## src/aod_pkg.sv

```systemverilog
// Purpose: Shared constants, types and decode functions of the converter output demux.
// Assumes: One sample clock; all inputs synchronous to it.
// Notes:   Offsets are absent; the block has plain control and status ports.
`default_nettype none

package aod_pkg;

    // ------------------------------------------------------------------
    // Widths and depths
    // ------------------------------------------------------------------
    localparam int unsigned DATA_W     = 8;
    localparam int unsigned MSB_W      = 3;
    localparam int unsigned MID_W      = 2;
    localparam int unsigned LSB_W      = 3;
    localparam int unsigned FIFO_DEPTH = 16;

    // ------------------------------------------------------------------
    // Latency, counted in half sample-clock cycles and in whole cycles
    // ------------------------------------------------------------------
    localparam int unsigned LAT_HALF_CYC = 5;
    localparam int unsigned LAT_CYC      = (LAT_HALF_CYC + 1) / 2;

    // ------------------------------------------------------------------
    // Values after reset, and the phase that selects bank A
    // ------------------------------------------------------------------
    localparam logic RST_PHASE  = 1'b0;
    localparam logic RST_STROBE = 1'b0;
    localparam logic RST_GAP    = 1'b0;
    localparam logic BANK_A_SEL = 1'b0;

    // ------------------------------------------------------------------
    // Output modes
    // ------------------------------------------------------------------
    typedef enum logic [1:0] {
        AOD_MODE_PAR,
        AOD_MODE_ILV,
        AOD_MODE_SGL
    } aod_mode_t;

    // Maps the two mode-select inputs to an output mode.
    function automatic aod_mode_t aod_mode_decode(input logic sel_first, input logic sel_second);
        aod_mode_t m;
        m = AOD_MODE_SGL;
        if (!sel_first) begin
            m = sel_second ? AOD_MODE_ILV : AOD_MODE_PAR;
        end
        return m;
    endfunction

    // Converts a comparator Gray word to straight binary.
    function automatic logic [DATA_W-1:0] aod_gray2bin(input logic [DATA_W-1:0] g);
        logic [DATA_W-1:0] b;
        b = '0;
        b[DATA_W-1] = g[DATA_W-1];
        for (int i = DATA_W - 2; i >= 0; i--) begin
            b[i] = b[i+1] ^ g[i];
        end
        return b;
    endfunction

endpackage

`default_nettype wire

```

## src/aod_demux.sv

```systemverilog
// Purpose: Output stage of an 8-bit converter: pipeline, buffer and bank demux.
// Assumes: One Gray-coded comparator word per enabled cycle on sample_gray_i.
// Notes:   Banks and strobe are three-state pins given as data plus enable.
//
// Contract
// - Three cycle pipeline latency before buffer and banks.
// - Low three bits latched with the upper bits.
// - Two select inputs choose one of three modes.
// - Single mode: bank A only, half rate.
// - Interleaved mode alternates bank A and B.
// - Parallel mode delays A, pair updates together.
// - Divide-by-two phase picks bank in dual modes.
// - Align reset forces bank-select phase to bank A.
// - Align reset acts only in dual modes.
// - Strobe latches single data, shows bank otherwise.
// - Output code is straight binary, monotonic.
// - Power-down stops activity, tri-states banks and strobe.
`timescale 1ns/1ps
`default_nettype none

module aod_demux
    import aod_pkg::*;
#(
    parameter int unsigned DEPTH = FIFO_DEPTH
) (
    input  wire logic              ref_clk_i,
    input  wire logic              rst_n_i,
    input  wire logic              clk_en_i,
    input  wire logic [DATA_W-1:0] sample_gray_i,
    input  wire logic              sample_valid_i,
    output logic                   sample_ready_o,
    input  wire logic              out_mode_sel_first_i,
    input  wire logic              out_mode_sel_second_i,
    input  wire logic              align_reset_p_i,
    input  wire logic              align_reset_n_i,
    input  wire logic              power_down_in_i,
    input  wire logic              out_ready_i,
    output logic      [DATA_W-1:0] bank_a_data_o,
    output logic                   bank_a_oe_o,
    output logic      [DATA_W-1:0] bank_b_data_o,
    output logic                   bank_b_oe_o,
    output logic                   data_out_strobe_p_o,
    output logic                   data_out_strobe_n_o,
    output logic                   data_out_strobe_oe_o
);

    // ------------------------------------------------------------------
    // State
    // ------------------------------------------------------------------
    typedef struct packed {
        logic              v1;
        logic [MSB_W-1:0]  msb1;
        logic [MID_W-1:0]  mid1;
        logic [LSB_W-1:0]  lsb_pend1;
        logic              v2;
        logic [MSB_W-1:0]  msb2;
        logic [MID_W-1:0]  mid2;
        logic [LSB_W-1:0]  lsb2;
        logic              v3;
        logic [DATA_W-1:0] word3;
        logic              phase;
        logic              gap;
        logic [DATA_W-1:0] hold;
        logic [DATA_W-1:0] bank_a;
        logic [DATA_W-1:0] bank_b;
        logic              strobe;
    } aod_st_t;

    aod_st_t           s_q;
    aod_st_t           s_d;
    aod_mode_t         mode;
    logic              dual_mode;
    logic              align_req;
    logic              advance;
    logic              fifo_in_ready;
    logic              fifo_out_valid;
    logic [DATA_W-1:0] fifo_out_data;
    logic              pop;
    logic              eff_phase;
    logic              single_mode;
    logic              align_active;
    logic              fifo_push;
    logic              pins_on;

    // ------------------------------------------------------------------
    // Bank slot decode
    // ------------------------------------------------------------------
    // True when the given divider phase selects bank A.
    function automatic logic aod_slot_is_a(input logic phase);
        return (phase == BANK_A_SEL);
    endfunction

    // ------------------------------------------------------------------
    // Mode, alignment and flow control
    // ------------------------------------------------------------------
    assign mode         = aod_mode_decode(out_mode_sel_first_i, out_mode_sel_second_i);
    assign single_mode  = (mode == AOD_MODE_SGL);
    assign dual_mode    = !single_mode;
    assign align_active = align_reset_p_i && !align_reset_n_i;
    assign align_req    = align_active && dual_mode;
    // The whole pipeline stalls when the buffer is full and stage 3 holds a valid word.
    assign advance        = !power_down_in_i && (fifo_in_ready || !s_q.v3);
    assign sample_ready_o = advance;
    assign fifo_push      = s_q.v3 && advance;
    // Single mode may only take one result every second cycle.
    assign pop       = fifo_out_valid && out_ready_i && !power_down_in_i
                       && !(single_mode && s_q.gap);
    assign eff_phase = align_req ? BANK_A_SEL : s_q.phase;

    // ------------------------------------------------------------------
    // Buffer between pipeline and bank selection
    // ------------------------------------------------------------------
    aod_fifo #(
        .WIDTH (DATA_W),
        .DEPTH (DEPTH)
    ) u_fifo (
        .ref_clk_i   (ref_clk_i),
        .rst_n_i     (rst_n_i),
        .clk_en_i    (clk_en_i),
        .in_valid_i  (fifo_push),
        .in_ready_o  (fifo_in_ready),
        .in_data_i   (s_q.word3),
        .out_valid_o (fifo_out_valid),
        .out_ready_i (pop),
        .out_data_o  (fifo_out_data)
    );

    // ------------------------------------------------------------------
    // Next state
    // ------------------------------------------------------------------
    always_comb begin
        s_d = s_q;
        if (advance) begin
            // Stage 1 takes all bits of the sample: upper, middle and low.
            s_d.v1        = sample_valid_i;
            s_d.msb1      = sample_gray_i[DATA_W-1 -: MSB_W];
            s_d.mid1      = sample_gray_i[LSB_W +: MID_W];
            s_d.lsb_pend1 = sample_gray_i[LSB_W-1:0];
            // Stage 2 latches the low bits in the same cycle as the upper bits.
            s_d.v2   = s_q.v1;
            s_d.msb2 = s_q.msb1;
            s_d.mid2 = s_q.mid1;
            s_d.lsb2 = s_q.lsb_pend1;
            // Stage 3 completes the latency before bank selection.
            s_d.v3    = s_q.v2;
            s_d.word3 = aod_gray2bin({s_q.msb2, s_q.mid2, s_q.lsb2});
        end

        s_d.phase = eff_phase;
        s_d.gap   = pop && single_mode;

        // Bank routing of the popped result.
        if (pop) begin
            case (mode)
                AOD_MODE_SGL: begin
                    s_d.bank_a = fifo_out_data;
                end
                AOD_MODE_ILV: begin
                    if (aod_slot_is_a(eff_phase)) begin
                        s_d.bank_a = fifo_out_data;
                    end else begin
                        s_d.bank_b = fifo_out_data;
                    end
                end
                AOD_MODE_PAR: begin
                    if (aod_slot_is_a(eff_phase)) begin
                        s_d.hold = fifo_out_data;
                    end else begin
                        s_d.bank_a = s_q.hold;
                        s_d.bank_b = fifo_out_data;
                    end
                end
                default: begin
                    s_d.bank_a = s_q.bank_a;
                end
            endcase
            if (dual_mode) begin
                s_d.phase = !eff_phase;
            end
        end

        // Strobe is a latch pulse in single mode and a bank flag otherwise.
        if (single_mode) begin
            s_d.strobe = pop;
        end else if (pop) begin
            s_d.strobe = aod_slot_is_a(eff_phase);
        end
    end

    // ------------------------------------------------------------------
    // State register
    // ------------------------------------------------------------------
    always_ff @(posedge ref_clk_i) begin
        if (!rst_n_i) begin
            // Reset puts the bank-select divider on the bank A phase.
            s_q        <= '0;
            s_q.phase  <= RST_PHASE;
            s_q.gap    <= RST_GAP;
            s_q.strobe <= RST_STROBE;
        end else if (clk_en_i) begin
            s_q <= s_d;
        end
    end

    // ------------------------------------------------------------------
    // Pins
    // ------------------------------------------------------------------
    assign bank_a_data_o        = s_q.bank_a;
    assign bank_b_data_o        = s_q.bank_b;
    assign data_out_strobe_p_o  = s_q.strobe;
    assign data_out_strobe_n_o  = !s_q.strobe;
    // Enables are combinational so power down releases the pins at once.
    assign pins_on              = !power_down_in_i;
    assign bank_a_oe_o          = pins_on;
    assign bank_b_oe_o          = pins_on;
    assign data_out_strobe_oe_o = pins_on;

endmodule // aod_demux

`default_nettype wire

```

## src/aod_fifo.sv

```systemverilog
// Purpose: Flip-flop FIFO with valid and ready on both sides.
// Assumes: DEPTH is a power of two.
// Notes:   Full and empty are exact; a push into a full FIFO is refused.
`timescale 1ns/1ps
`default_nettype none

module aod_fifo
    import aod_pkg::*;
#(
    parameter int unsigned WIDTH = DATA_W,
    parameter int unsigned DEPTH = FIFO_DEPTH
) (
    input  wire logic             ref_clk_i,
    input  wire logic             rst_n_i,
    input  wire logic             clk_en_i,
    input  wire logic             in_valid_i,
    output logic                  in_ready_o,
    input  wire logic [WIDTH-1:0] in_data_i,
    output logic                  out_valid_o,
    input  wire logic             out_ready_i,
    output logic      [WIDTH-1:0] out_data_o
);

    localparam int unsigned AW       = $clog2(DEPTH);
    localparam logic [AW:0] FULL_CNT = (AW + 1)'(DEPTH);

    typedef struct packed {
        logic [DEPTH-1:0][WIDTH-1:0] mem;
        logic [AW-1:0]               wr_ptr;
        logic [AW-1:0]               rd_ptr;
        logic [AW:0]                 count;
    } aod_fifo_st_t;

    aod_fifo_st_t s_q;
    aod_fifo_st_t s_d;
    logic         push;
    logic         pop;

    assign in_ready_o  = (s_q.count != FULL_CNT);
    assign out_valid_o = (s_q.count != '0);
    assign out_data_o  = s_q.mem[s_q.rd_ptr];
    assign push        = in_valid_i && in_ready_o;
    assign pop         = out_valid_o && out_ready_i;

    // ------------------------------------------------------------------
    // Next state
    // ------------------------------------------------------------------
    always_comb begin
        s_d = s_q;
        if (push) begin
            s_d.mem[s_q.wr_ptr] = in_data_i;
            s_d.wr_ptr          = s_q.wr_ptr + 1'b1;
        end
        if (pop) begin
            s_d.rd_ptr = s_q.rd_ptr + 1'b1;
        end
        case ({push, pop})
            2'b10:   s_d.count = s_q.count + 1'b1;
            2'b01:   s_d.count = s_q.count - 1'b1;
            default: s_d.count = s_q.count;
        endcase
    end

    // ------------------------------------------------------------------
    // State register
    // ------------------------------------------------------------------
    always_ff @(posedge ref_clk_i) begin
        if (!rst_n_i) begin
            s_q <= '0;
        end else if (clk_en_i) begin
            s_q <= s_d;
        end
    end

endmodule // aod_fifo

`default_nettype wire

```

## config.mk

```make
export PLATFORM = sky130hd
export DESIGN_NAME = aod_demux
export DESIGN_NICKNAME = d
export VERILOG_FILES = /design/src/aod_pkg.sv /design/src/aod_demux.sv /design/src/aod_fifo.sv
export SDC_FILE = /design/constraint.sdc
export NUM_CORES = 1
export LEC_CHECK = 0
export BUFFER_PORTS_ARGS = -buffer_cell sky130_fd_sc_hd__buf_4
export CORE_MARGIN = 2
export CORE_UTILIZATION = 60
export CTS_BUF_LIST = sky130_fd_sc_hd__clkbuf_4 sky130_fd_sc_hd__clkbuf_8
export DETAILED_ROUTE_END_ITERATION = 7
export GPL_ROUTABILITY_DRIVEN = 1
export PLACE_DENSITY = 0.74
export RECOVER_POWER = 100
export SKIP_CTS_REPAIR_TIMING = 1
export SYNTH_ARGS = -nofsm -noshare
export SYNTH_HDL_FRONTEND = slang
export SYNTH_SLANG_ARGS = --single-unit
```

## constraint.sdc

```tcl
create_clock -name ref_clk_i -period 3.29 [get_ports ref_clk_i]
set_input_delay 0.4935 -clock ref_clk_i [delete_from_list [all_inputs] [get_ports ref_clk_i]]
set_output_delay 0.4935 -clock ref_clk_i [all_outputs]
set_load 0.005 [all_outputs]
```

==> summary by stage, run 1 <==
Clock network
TritonCTS built the clock tree. The worst-case clock buffer depth is 2. The root cell of the clock tree is clkbuf_8. Clock-pin slew was measured on the worst setup and hold paths at 100 ps. The clock sink count is 195. The H-tree was split into 4 levels.

The TritonCTS buffer count is 17. The clock latency on the worst-skew pair is 480 ps.

Cells and area
The sequential standard cell area is 3905 um2. The share of cells above drive strength 1 is 14.07%. The count of placed standard cells in the final layout, fillers left out is 1,115.

The layout-stage area growth over the synthesis result is 6.453%. The net count of the finished layout is 945. Summing all multi-input logic gate instances after layout gives 4238 um2.

0 antenna diodes ended up in the layout. The total of fill cells in the finished design is 1,192. The most common cell after layout, fill and taps aside is dfxtp_1. The library cells used most frequently in the layout, excluding fill and tap cells, are 194 x dfxtp_1, 144 x nand2_1, 104 x a21oi_1, 90 x nor2_1, 76 x o21ai_0.

Floorplan
The cell row count is 44. The die boundary width is 124.6 um. The full die area is 15,520 um2.

The core footprint is 14,370 um2. From bottom edge to top edge, the die measures 124.6 um. Once the floorplan was initialized, standard cells occupied 60.72% of the core. 40 I/O pins were placed.

Timing
For the final routed database, the setup TNS stands at 0 ps. At the pin with the least slew margin, the transition time is 1464 ps. The final worst clock skew is 13.74 ps.

In the finished design, the share of the clock period the worst path needs comes to 92.03%. Setup repair after global routing left no endpoint under its margin. The shortest period the worst path allows is 3028 ps. Headroom to the max-slew limit came out at 2.321%. The maximum operating frequency is 330.3 MHz. The count of final hold-check violations is 0. Setup violations remaining at the end of the flow were counted as 0.

The final max-slew violation count is 0.

Status
The flow ran to the end, and the final reports show no timing, DRC or antenna violations.

Power
Of the total power, the share spent switching nets is 23.06%. The share of power burned in the clock network is 40.3%. Combinational logic is responsible for 2.9% of the overall power. Internal power comes to 3252 uW. The maximum vdd ir drop is 0.0003813 V.

The total power is 4227 uW. In this run the static leakage power is 0.003340 uW. In this run, flip-flops and latches consume 56.8% of the power. The power per standard cell area is 455.1 nW/um2. In this run the power spent charging and discharging nets is 974.7 uW.

Worst setup path
The number of buffer and inverter instances along the worst setup path is 0. Among cell families on the critical path, the largest total delay comes from compound AO/OA/AOI/OAI gates. The master of the slowest instance on the critical path is or4_4. The largest single stage delay on the critical path is 590 ps. Walking the worst path, the cells encountered are or4_4 -> o211a_1 -> ha_1 -> xor2_1 -> ha_1 -> a21oi_1 -> o22ai_1 -> a222oi_1 -> or3_1 -> a21oi_1. The element type at the critical path start is a flip-flop. STA classifies the critical path endpoint as a flip-flop. The critical path required time is 3620 ps. At the worst endpoint, the arrival time is 3360 ps. By startpoint and endpoint, the worst setup path is classified as reg2reg. The critical-path maximum fanout is 8.

Placement
The total half-perimeter wirelength after legalization and detailed placement is 12,380 um. During placement, the flow inserted port buffers numbering 39. Once placement completed, the tool counted placed cells totaling 1,083. Routability-driven placement finished with a final weighted congestion of 0.8445.

Route
The number of DRC violations after detailed routing is 0. The overall via count from detail_route is 6,609. Using the TritonRoute via totals, the vias-per-cell ratio works out to 5.927. The detailed-route wire length per cell is 17.42 um. The DRC marker count from the first detailed-route iteration is 566. The total length of routed wires is 19,420 um. The post-detailed-route count of antenna-violating nets is 0. The first detailed-routing pass ran for 5 iterations.

Synthesis
Counting distinct cell types in the post-synthesis netlist gives 53. After technology mapping, the gate count stands at 940. In this run, synthesis produced a sequential element count of 195. In this run the cell area of the synthesized design comes to 8725 um2.

The Yosys step of the flow raised 0 warnings. The sequential cell area fraction in the yosys report is 44.74%. The average instance area after synthesis is 9.282 um2. The synthesized design contains 0 enable-type register cells. The post-synthesis async set-or-reset flop share is 0%.

The primary flip-flop cell chosen by synthesis mapping is dfxtp_1. The number of nets produced by synthesis is 967.

GRT
The via count of the first global-routing pass was 6,193. The residual overflow from global routing is 0. The wire length of the first global-routing pass is 31,630 um. The initial antenna violation count was 0. In the global route stage, overall resource usage came out at 25.33%. Entering global routing, the biggest net connects 84 pins.

Min path
The worst min-delay path category is in2reg.

Run
Across the run, the number of max-cap violations was 0.
==> per-layer routing <==
metal  part of all wire (%)  global-route usage [%]  vias up
met5                      0                       0        -
met4                    1.8                   8.857        0
met3                    5.1                   5.241       30
met2                     49                   41.18      170
met1                     44                   33.72     3201
li1                       -                       -     3208
==> sequential cells by signal, summed over array words and instances, names as in the netlist <==
register             count
s_q                     37
bank_a_data_o            8
data_out_strobe_p_o      1
bank_b_data_o            8
u_fifo.s_q             141
==> through the flow <==
| step | hold slack, ps | instance area, um2 | worst slack [ps] | util (%) |
|---|---|---|---|---|
| CTS | 225.5 | 9348 | 254.1 | 65.06 |
| detailed placement | 442.7 | 8910 | 270.9 | 62.01 |
| finish | 254.7 | 9288 | 262.4 | 64.64 |
| floorplan | 432.1 | 8725 | 481.5 | - |
| global route | 240.4 | 9288 | 62.07 | 64.64 |
| global placement | 436.8 | 8910 | 345.5 | 62.01 |
==> worst min-delay path: cells and delay by family <==
family | cells | cell delay (ps)
buffers and inverters | 1 | 110
AO/OA/AOI/OAI | 1 | 50
AND/OR/NAND/NOR | 1 | 40
==> logic make-up after synthesis <==
family / Yosys count / share of synthesized area [%]
AO/OA/AOI/OAI: 241 / 16.02
XOR/XNOR: 19 / 2.338
multiplexers: 98 / 15.89
AND/OR/NAND/NOR: 269 / 13.55
buffers and inverters: 109 / 6.167
adder cells (fa/ha/maj): 9 / 1.291
flip-flops: 195 / 44.74
==> Yosys cell counts (4+ instances only) <==
| cell type | instances | share of area (%) |
|---|---|---|
| a21oi_1 | 104 | 6.0 |
| a221oi_1 | 8 | 0.80 |
| a22o_1 | 8 | 0.80 |
| buf_1 | 7 | 0.30 |
| buf_2 | 7 | 0.40 |
| buf_4 | 24 | 2.1 |
| buf_6 | 4 | 0.52 |
| clkbuf_1 | 58 | 2.5 |
| dfxtp_1 | 195 | 45 |
| ha_1 | 9 | 1.3 |
| inv_1 | 8 | 0.34 |
| mux2i_1 | 65 | 7.5 |
| mux4_2 | 32 | 8.3 |
| nand2_1 | 143 | 6.2 |
| nor2_1 | 89 | 3.8 |
| nor2b_1 | 6 | 0.43 |
| nor4_4 | 4 | 0.98 |
| o21a_1 | 8 | 0.69 |
| o21ai_0 | 76 | 4.4 |
| o21ai_1 | 4 | 0.23 |
| o22ai_1 | 17 | 1.2 |
| or3_1 | 7 | 0.50 |
| xnor2_1 | 10 | 1.0 |
| xor2_1 | 6 | 0.60 |
==> layout make-up <==
cell class / instances / share of cell area [%]
Multi-Input combinational cell: 636 / 45.63
Sequential cell: 195 / 42.05
Timing Repair Buffer: 59 / 4.742
Clock buffer: 17 / 2.519
Tap cell: 184 / 2.479
Clock inverter: 15 / 2.196
Inverter: 9 / 0.3907
==> path summary, 6_finish.rpt <==
path              depth (start not counted)  slack [ps]                        from                    endpoint
setup reg to reg                         10         260  u_fifo.s_q[0]$_SDFFE_PN0P_  u_fifo.s_q[4]$_SDFFE_PN0P_
hold / removal                            3         250            sample_gray_i[0]        s_q[45]$_SDFFE_PN0P_
hold reg to reg                           2         450        s_q[49]$_SDFFE_PN0P_        s_q[40]$_SDFFE_PN0P_
setup / recovery                         10         260  u_fifo.s_q[0]$_SDFFE_PN0P_  u_fifo.s_q[4]$_SDFFE_PN0P_
==> power by group through the flow <==
stage	Combinational (uW)	Sequential, uW	Clock (uW)
detailed placement	124	2460	0
global route	135	2400	1820
CTS	124	2400	1730
floorplan	98.9	2430	0
global placement	123	2450	0
finish	121	2400	1710
No activity file was read; power rests on OpenSTA's default activity.
==> run 2: changes to the inputs <==
--- a/config.mk
+++ b/config.mk
@@ -9,11 +9,13 @@
 export CORE_MARGIN = 2
 export CORE_UTILIZATION = 60
 export CTS_BUF_LIST = sky130_fd_sc_hd__clkbuf_4 sky130_fd_sc_hd__clkbuf_8
+export CTS_CLUSTER_DIAMETER = 40
 export DETAILED_ROUTE_END_ITERATION = 7
 export GPL_ROUTABILITY_DRIVEN = 1
 export PLACE_DENSITY = 0.74
-export RECOVER_POWER = 100
+export RECOVER_POWER = 25
 export SKIP_CTS_REPAIR_TIMING = 1
 export SYNTH_ARGS = -nofsm -noshare
 export SYNTH_HDL_FRONTEND = slang
+export SYNTH_HIERARCHICAL = 1
 export SYNTH_SLANG_ARGS = --single-unit
==> summary by stage, run 2 <==
Cells and area
The count of placed standard cells in the final layout, fillers left out is 1,107 (was 1,115). The net count of the finished layout is 906 (was 945). The most common cell after layout, fill and taps aside is dfxtp_1 (unchanged). Leading registers by flop count: u_fifo/s_q x141, s_q x37 (was u_fifo.s_q x141, s_q x37).

The top register by number of flip-flops is u_fifo/s_q (was u_fifo.s_q). Commonest cells after routing, fill and taps aside: 194 x dfxtp_1, 147 x mux2i_1, 143 x nor2b_1, 66 x nand2_1, 39 x buf_4 (was 194 x dfxtp_1, 144 x nand2_1, 104 x a21oi_1, 90 x nor2_1, 76 x o21ai_0). The layout-stage area growth over the synthesis result is 6.437% (was 6.453%). The antenna diode instance count is 0 (unchanged). The share of cells above drive strength 1 is 16.95% (was 14.07%). The number of flip-flops under the largest register name was 141 (unchanged).

The area of all placed cells without fillers was 10,160 um2 (was 9288 um2).

Timing
The worst slew slack as a fraction of its limit is 11.89% (was 2.321%). The ratio of final minimum period to clock period was 90.75% (was 92.03%). The final setup slack of the worst path is 304.2 ps (was 262.4 ps). The shortest period the worst path allows was 2986 ps (was 3028 ps).

Unrepaired setup endpoints after global routing: false (unchanged). The final worst clock skew is 14.84 ps (was 13.74 ps). The sum of negative setup slack is 0 ps (unchanged).

The count of final hold-check violations is 0 (unchanged). The number of failing setup endpoints in the final timing report is 0 (unchanged). The final max-slew violation count is 0 (unchanged). The actual slew at the worst max-slew pin was 1316 ps (was 1464 ps). The maximum operating frequency is 334.9 MHz (was 330.3 MHz).

Synthesis
The number of instances in the synthesized netlist is 875 (was 940). The area of the mapped netlist came to 9544 um2 (was 8725 um2). The dominant combinational cell family by area after synthesis is multiplexers (was compound AO/OA/AOI/OAI gates). The count of cell types in the netlist is 60 (was 53). The mux share of post-synthesis cell area is 22.97% (was 15.89%). The count of yosys warnings during synthesis is 6 (was 0). The area fraction in and, or, nand and nor cells after synthesis came to 16.53% (was 13.55%). Most used standard cells in the synthesized netlist: 195 x dfxtp_1, 147 x mux2i_1, 143 x nor2b_1 (was 195 x dfxtp_1, 143 x nand2_1, 104 x a21oi_1). The primary flip-flop cell chosen by synthesis mapping is dfxtp_1 (unchanged). The share of the synthesized area in compound gates (AO/OA/AOI/OAI) is 10.49% (was 16.02%). The sequential cell area fraction in the yosys report is 40.90% (was 44.74%). The average instance area after synthesis came to 10.91 um2 (was 9.282 um2). The most numerous cell in the Yosys netlist is dfxtp_1 (unchanged). The fraction of synthesized cell area taken by the top area cell type is 40.90% (was 44.74%). The post-synthesis xor/xnor area fraction came to 1.927% (was 2.338%).

Largest cells by area after synthesis: dfxtp_1 41%, mux2i_1 15%, nor2b_1 9.4% (was dfxtp_1 45%, mux4_2 8.3%, mux2i_1 7.5%). The largest area contributor in the synthesized netlist is dfxtp_1 (unchanged). The arithmetic-cell share of the synthesized area counting full adders, half adders and majority gates is 1.390% (was 1.291%). The number of enable-type register cells in the synthesized netlist is 0 (unchanged).

The number of nets produced by synthesis is 903 (was 967). The flop and latch count out of synthesis is 195 (unchanged). The post-synthesis async set-or-reset flop share was 0% (unchanged).

Floorplan
The core footprint is 15,710 um2 (was 14,370 um2). The count of boundary I/O pins came to 40 (unchanged). The cell row count is 46 (was 44).

The full die area came to 16,930 um2 (was 15,520 um2). The die boundary width was 130.1 um (was 124.6 um). The initial core utilization came to 60.74% (was 60.72%). The vertical extent of the die is 130.1 um (was 124.6 um).

Worst setup path
The element type at the critical path start is a flip-flop (unchanged). The largest incremental delay on the critical path is 610 ps (was 590 ps). The start-to-end type of the worst setup path is reg2reg (unchanged). Ordered list of cells on the worst path: clkbuf_2 -> nand2_1 -> and3_1 -> nand2_1 -> ha_2 -> inv_1 -> fa_1 -> nand2b_1 -> a21oi_1 -> mux2i_1 -> mux2i_1 (was or4_4 -> o211a_1 -> ha_1 -> xor2_1 -> ha_1 -> a21oi_1 -> o22ai_1 -> a222oi_1 -> or3_1 -> a21oi_1). The critical path endpoint category was a flip-flop (unchanged).

The critical-path maximum fanout is 19 (was 8). The master of the slowest instance on the critical path is clkbuf_2 (was or4_4). The critical path required time came to 3690 ps (was 3620 ps). The endpoint arrival time on the critical path is 3390 ps (was 3360 ps). The dominant delay contributor by cell family on the critical path is buffers and inverters (was compound AO/OA/AOI/OAI gates). The number of buffer and inverter instances along the worst setup path is 2 (was 0).

Run
The number of max-cap violations is 0 (unchanged).

GRT
The via count of the first global-routing pass is 5,971 (was 6,193). The residual overflow from global routing is 0 (unchanged). The pin count of the biggest net entering global routing is 121 (was 84).

The overall global routing resource usage is 23.85% (was 25.33%). The initial antenna violation count is 0 (unchanged). The wire length of the first global-routing pass came to 31,320 um (was 31,630 um).

Route
The detailed-route wire length per cell is 17.73 um (was 17.42 um). The overall via count from detail_route came to 6,314 (was 6,609). The total length of routed wires came to 19,630 um (was 19,420 um). The post-detailed-route count of antenna-violating nets is 0 (unchanged). The number of DRC violations after detailed routing is 0 (unchanged). The number of vias per cell is 5.704 (was 5.927). The DRC marker count from the first detailed-route iteration was 426 (was 566). The number of detailed-route iterations in the first pass was 5 (unchanged).

Clock network
The number of H-tree levels is 4 (unchanged). The root cell of the clock tree is clkbuf_8 (unchanged). The clock latency on the worst-skew pair was 470 ps (was 480 ps). The worst-case clock buffer depth came to 2 (unchanged). The TritonCTS buffer count is 17 (unchanged). The clock sink count is 195 (unchanged). The clock-pin transition on the worst setup and hold timing paths is 110 ps (was 100 ps). The clock tree from TritonCTS was done (unchanged).

Power
The power per standard cell area is 409.6 nW/um2 (was 455.1 nW/um2). The leakage power total was 0.003510 uW (was 0.003340 uW). The maximum vdd ir drop is 0.0003238 V (was 0.0003813 V).

Placement
The count of buffers from port buffering was 39 (unchanged). The final weighted congestion of routability-driven global placement was 0.8295 (was 0.8445). The placed cell count was 1,075 (was 1,083). The total cell area at the placement stage was 9807 um2 (was 8910 um2).

The worst slack at placement is 428.2 ps (was 270.9 ps). The total half-perimeter wirelength after legalization and detailed placement came to 13,190 um (was 12,380 um).

Status
Outcome: finished clean (unchanged).

Min path
The worst min-delay path category was in2reg (unchanged).
run 2: cell type report:
type                       count  area [um2]
clock buffer                  19       255.2
clock inverter                13       167.7
fill                        1269        5554
inverter                      19       71.32
multi-input combinational    583        5034
sequential                   195        3905
tap                          216       270.3
timing repair buffer          62       455.4
run 2: cell families (layout without fill, tap and decap cells):
family / count (synthesis) / after routing
AND/OR/NAND/NOR: 278 / 278
AO/OA/AOI/OAI: 100 / 100
buffers and inverters: 97 / 113
multiplexers: 179 / 179
XOR/XNOR: 16 / 16
flip-flops: 195 / 195
adder cells (fa/ha/maj): 10 / 10
run 2: final timing paths:
kind                              start                         end  slack [ps]  cells past startpoint
max reg2reg  u_fifo/s_q[4]$_SDFFE_PN0P_  u_fifo/s_q[4]$_SDFFE_PN0P_         300                     11
min                    sample_gray_i[4]        s_q[49]$_SDFFE_PN0P_         260                      3
max          u_fifo/s_q[4]$_SDFFE_PN0P_  u_fifo/s_q[4]$_SDFFE_PN0P_         300                     11
min reg2reg        s_q[49]$_SDFFE_PN0P_        s_q[49]$_SDFFE_PN0P_         460                      2
run 2: worst min-delay path: cells and delay by family:
kind	cells	cell delay, ps
compound gates	1	50
buf+inv	1	110
simple gates	1	40
run 2: power breakdown:
part,internal [uW],switching (uW),leakage (uW)
Combinational,61.2,75.1,0.00172
Clock,734,896,0.000217
Sequential,2370,24.8,0.00157
Total,3160,996,0.00351
run 2: metrics by stage:
| step | hold WS, ps | utilization (%) | total power (uW) |
|---|---|---|---|
| global placement | 435.9 | 62.41 | 2582 |
| floorplan | 432.1 | - | 2543 |
| finish | 261.0 | 64.65 | 4161 |
| global route | 240.5 | 64.65 | 4310 |
| detailed placement | 450.2 | 62.41 | 2588 |
| CTS | 240.2 | 65.11 | 4203 |
run 2: layer usage:
metal  track usage, %  wire length, um  vias up
li1                 -                -     3052
met1            32.63             9309     3149
met2            38.50             9580       94
met3            4.920              464       19
met4            6.958              277        0
met5                0                0        -
==> run 3: changes to the inputs <==
--- a/config.mk
+++ b/config.mk
@@ -9,7 +9,7 @@
 export CORE_MARGIN = 2
 export CORE_UTILIZATION = 60
 export CTS_BUF_LIST = sky130_fd_sc_hd__clkbuf_4 sky130_fd_sc_hd__clkbuf_8
-export CTS_CLUSTER_DIAMETER = 40
+export CTS_CLUSTER_DIAMETER = 200
 export DETAILED_ROUTE_END_ITERATION = 7
 export GPL_ROUTABILITY_DRIVEN = 1
 export PLACE_DENSITY = 0.74
==> constraint.sdc (replaced) <==
create_clock -name ref_clk_i -period 3.15 [get_ports ref_clk_i]
set_input_delay 0.4725 -clock ref_clk_i [delete_from_list [all_inputs] [get_ports ref_clk_i]]
set_output_delay 0.4725 -clock ref_clk_i [all_outputs]
set_load 0.005 [all_outputs]
==> summary by stage, run 3 (synthesized netlist as in run 2, its figures left out) <==
Status
Outcome: finished, violations left (was finished clean). The final reports fail on max-capacitance violations, max-slew violations.

Worst setup path
The dominant delay contributor by cell family on the critical path is simple AND/OR/NAND/NOR gates (was buffers and inverters). The number of buffer and inverter instances along the worst setup path was 2 (unchanged). The origin of the worst setup path is u_fifo/s_q[4]$_SDFFE_PN0P_ (unchanged). The start-to-end type of the worst setup path was reg2reg (unchanged).

The element type at the critical path start is a flip-flop (unchanged). The depth of the worst register-to-register path is 7 (was 11). The register-to-register setup slack came to 380 ps (was 300 ps). The master of the slowest instance on the critical path is nor3b_1 (was clkbuf_2). The end of the critical path is s_q[30]$_SDFFE_PN0P_ (was u_fifo/s_q[4]$_SDFFE_PN0P_).

The critical path required time is 3530 ps (was 3690 ps). Ordered list of cells on the worst path: buf_4 -> nand2_1 -> nor2b_1 -> nor3b_1 -> clkbuf_1 -> nand2b_1 -> a21oi_1 (was clkbuf_2 -> nand2_1 -> and3_1 -> nand2_1 -> ha_2 -> inv_1 -> fa_1 -> nand2b_1 -> a21oi_1 -> mux2i_1 -> mux2i_1). The largest incremental delay on the critical path came to 1230 ps (was 610 ps). The critical-path maximum fanout is 19 (unchanged).

The startpoint of the worst register-to-register path is u_fifo/s_q[4]$_SDFFE_PN0P_ (unchanged). The logic depth of the worst setup path including buffers is 7 (was 11). The terminus of the critical flop-to-flop path is s_q[30]$_SDFFE_PN0P_ (was u_fifo/s_q[4]$_SDFFE_PN0P_).

The endpoint arrival time on the critical path is 3160 ps (was 3390 ps). The critical path endpoint category is a flip-flop (unchanged).

Min path
The worst min-delay path category is in2reg (unchanged).

Timing
The actual slew at the worst max-slew pin came to 1584 ps (was 1316 ps). The shortest period the worst path allows is 2772 ps (was 2986 ps). The final max-slew violation count came to 13 (was 0). The maximum operating frequency is 360.8 MHz (was 334.9 MHz). The ratio of final minimum period to clock period was 88.00% (was 90.75%). The number of failing setup endpoints in the final timing report is 0 (unchanged). The count of final hold-check violations was 0 (unchanged). The final worst clock skew is 14.94 ps (was 14.84 ps). Unrepaired setup endpoints after global routing: false (unchanged). The worst slew slack as a fraction of its limit is -5.838% (was 11.89%). The sum of negative setup slack was 0 ps (unchanged).

Power
The share of power burned in the clock network is 36.5% (was 39.2%). The total net switching power is 1029 uW (was 996.1 uW). The combinational share of power is 3.5% (was 3.3%). The sequential share of power is 60.1% (was 57.5%).

The leakage power total came to 0.003494 uW (was 0.003510 uW). The maximum vdd ir drop was 0.0005081 V (was 0.0003238 V). The total power was 4161 uW (about the same). The switching fraction of total power is 24.73% (was 23.94%). The internal power consumption is 3132 uW (was 3165 uW). The power per standard cell area is 408.8 nW/um2 (was 409.6 nW/um2).

Clock network
The clock-pin transition on the worst setup and hold timing paths was 100 ps (was 110 ps). The clock sink count is 195 (unchanged). The number of H-tree levels was 4 (unchanged). The clock latency on the worst-skew pair is 460 ps (was 470 ps).

The worst-case clock buffer depth was 2 (unchanged). The TritonCTS buffer count is 17 (unchanged). The root cell of the clock tree is clkbuf_8 (unchanged). The clock tree from TritonCTS is done (unchanged).

Cells and area
The multi-input gate area in the final layout is 5065 um2 (was 5034 um2). The sequential standard cell area was 3905 um2 (unchanged). The top register by number of flip-flops was u_fifo/s_q (unchanged). The utilization after layout is 64.79% (was 64.65%). The most common cell after layout, fill and taps aside is dfxtp_1 (unchanged). Leading registers by flop count: u_fifo/s_q x141, s_q x37 (unchanged). The share of cells above drive strength 1 is 17.34% (was 16.95%). The area of all placed cells without fillers came to 10,180 um2 (was 10,160 um2). The number of flip-flops under the largest register name is 141 (unchanged). The layout-stage area growth over the synthesis result is 6.660% (was 6.437%). Commonest cells after routing, fill and taps aside: 194 x dfxtp_1, 147 x mux2i_1, 143 x nor2b_1, 65 x nand2_1, 40 x buf_4 (was 194 x dfxtp_1, 147 x mux2i_1, 143 x nor2b_1, 66 x nand2_1, 39 x buf_4). The total of fill cells in the finished design came to 1,250 (was 1,269). The antenna diode instance count was 0 (unchanged).

The net count of the finished layout is 910 (was 906).

Floorplan
The count of boundary I/O pins was 40 (unchanged). The initial core utilization is 60.74% (unchanged). The die boundary width came to 130.1 um (unchanged). The core footprint is 15,710 um2 (unchanged). The cell row count was 46 (unchanged). The vertical extent of the die is 130.1 um (unchanged).

The full die area is 16,930 um2 (unchanged).

GRT
The via count of the first global-routing pass is 6,190 (was 5,971). The wire length of the first global-routing pass is 31,650 um (was 31,320 um). The initial antenna violation count came to 0 (unchanged). The overall global routing resource usage is 23.98% (was 23.85%). The residual overflow from global routing is 0 (unchanged). The pin count of the biggest net entering global routing came to 77 (was 121).

Run
The number of max-cap violations is 1 (was 0).

Placement
The count of buffers from port buffering is 39 (unchanged). The final weighted congestion of routability-driven global placement is 0.8035 (was 0.8295). The total cell area at the placement stage is 9896 um2 (was 9807 um2).

The total half-perimeter wirelength after legalization and detailed placement came to 13,420 um (was 13,190 um).

Route
The number of vias per cell is 5.627 (was 5.704). The detailed-route wire length per cell is 17.46 um (was 17.73 um). The overall via count from detail_route is 6,246 (was 6,314). The number of DRC violations after detailed routing came to 0 (unchanged). The DRC marker count from the first detailed-route iteration is 339 (was 426).

The total length of routed wires is 19,380 um (was 19,630 um). The number of detailed-route iterations in the first pass came to 4 (was 5). The post-detailed-route count of antenna-violating nets is 0 (unchanged).
==> run 3: worst min-delay path by stage <==
stage	startpoint	endpoint	slack, ps	depth (start not counted)
2_1_floorplan	s_q[50]$_SDFFE_PN0P_	s_q[41]$_SDFFE_PN0P_	430	2
3_3_place_gp	s_q[49]$_SDFFE_PN0P_	s_q[40]$_SDFFE_PN0P_	440	2
3_5_place_dp	s_q[48]$_SDFFE_PN0P_	s_q[39]$_SDFFE_PN0P_	450	2
4_1_cts	sample_gray_i[5]	s_q[50]$_SDFFE_PN0P_	220	3
5_1_grt	sample_gray_i[6]	s_q[51]$_SDFFE_PN0P_	230	3
6_report	sample_gray_i[4]	s_q[49]$_SDFFE_PN0P_	250	3
==> run 3: per-stage QoR <==
step / hold slack [ps] / setup slack (ps) / cells
finish: 248.7 / 378.1 / 1110
global route: 227.7 / 125.4 / 1110
CTS: 224.1 / 353.1 / 1110
detailed placement: 447.4 / 392.9 / 1079
floorplan: 432.1 / 13.80 / 875
global placement: 437.8 / 529.9 / 1079
==> run 3: power groups by stage <==
stage	combinational [uW]	clock [uW]	sequential, uW
floorplan	115	0	2540
detailed placement	147	0	2560
CTS	147	1560	2500
finish	144	1520	2500
global route	159	1650	2500
global placement	143	0	2560
==> run 3: worst register-to-register path: cells and delay by family, from the launching register on <==
family / cells / cell delay, ps
AOI/OAI and AO/OA: 1 / 140
buffers and inverters: 2 / 660
DFF: 1 / 330
and+or+nand+nor: 4 / 1570
==> run 3: cell type report <==
type,count,share of cell area (%)
repair buffers,66,4.929
inverters,19,0.7006
clock buffers,18,2.434
well taps,216,2.655
multi-input cells,583,49.75
flip-flops and latches,195,38.36
clock inverters,13,1.168
==> run 3: per-layer routing <==
layer / share of wire, % / track usage [%]
met5: 0 / 0
met4: 2.2 / 8.602
met3: 3.5 / 5.125
met2: 49 / 39.33
met1: 45 / 31.46
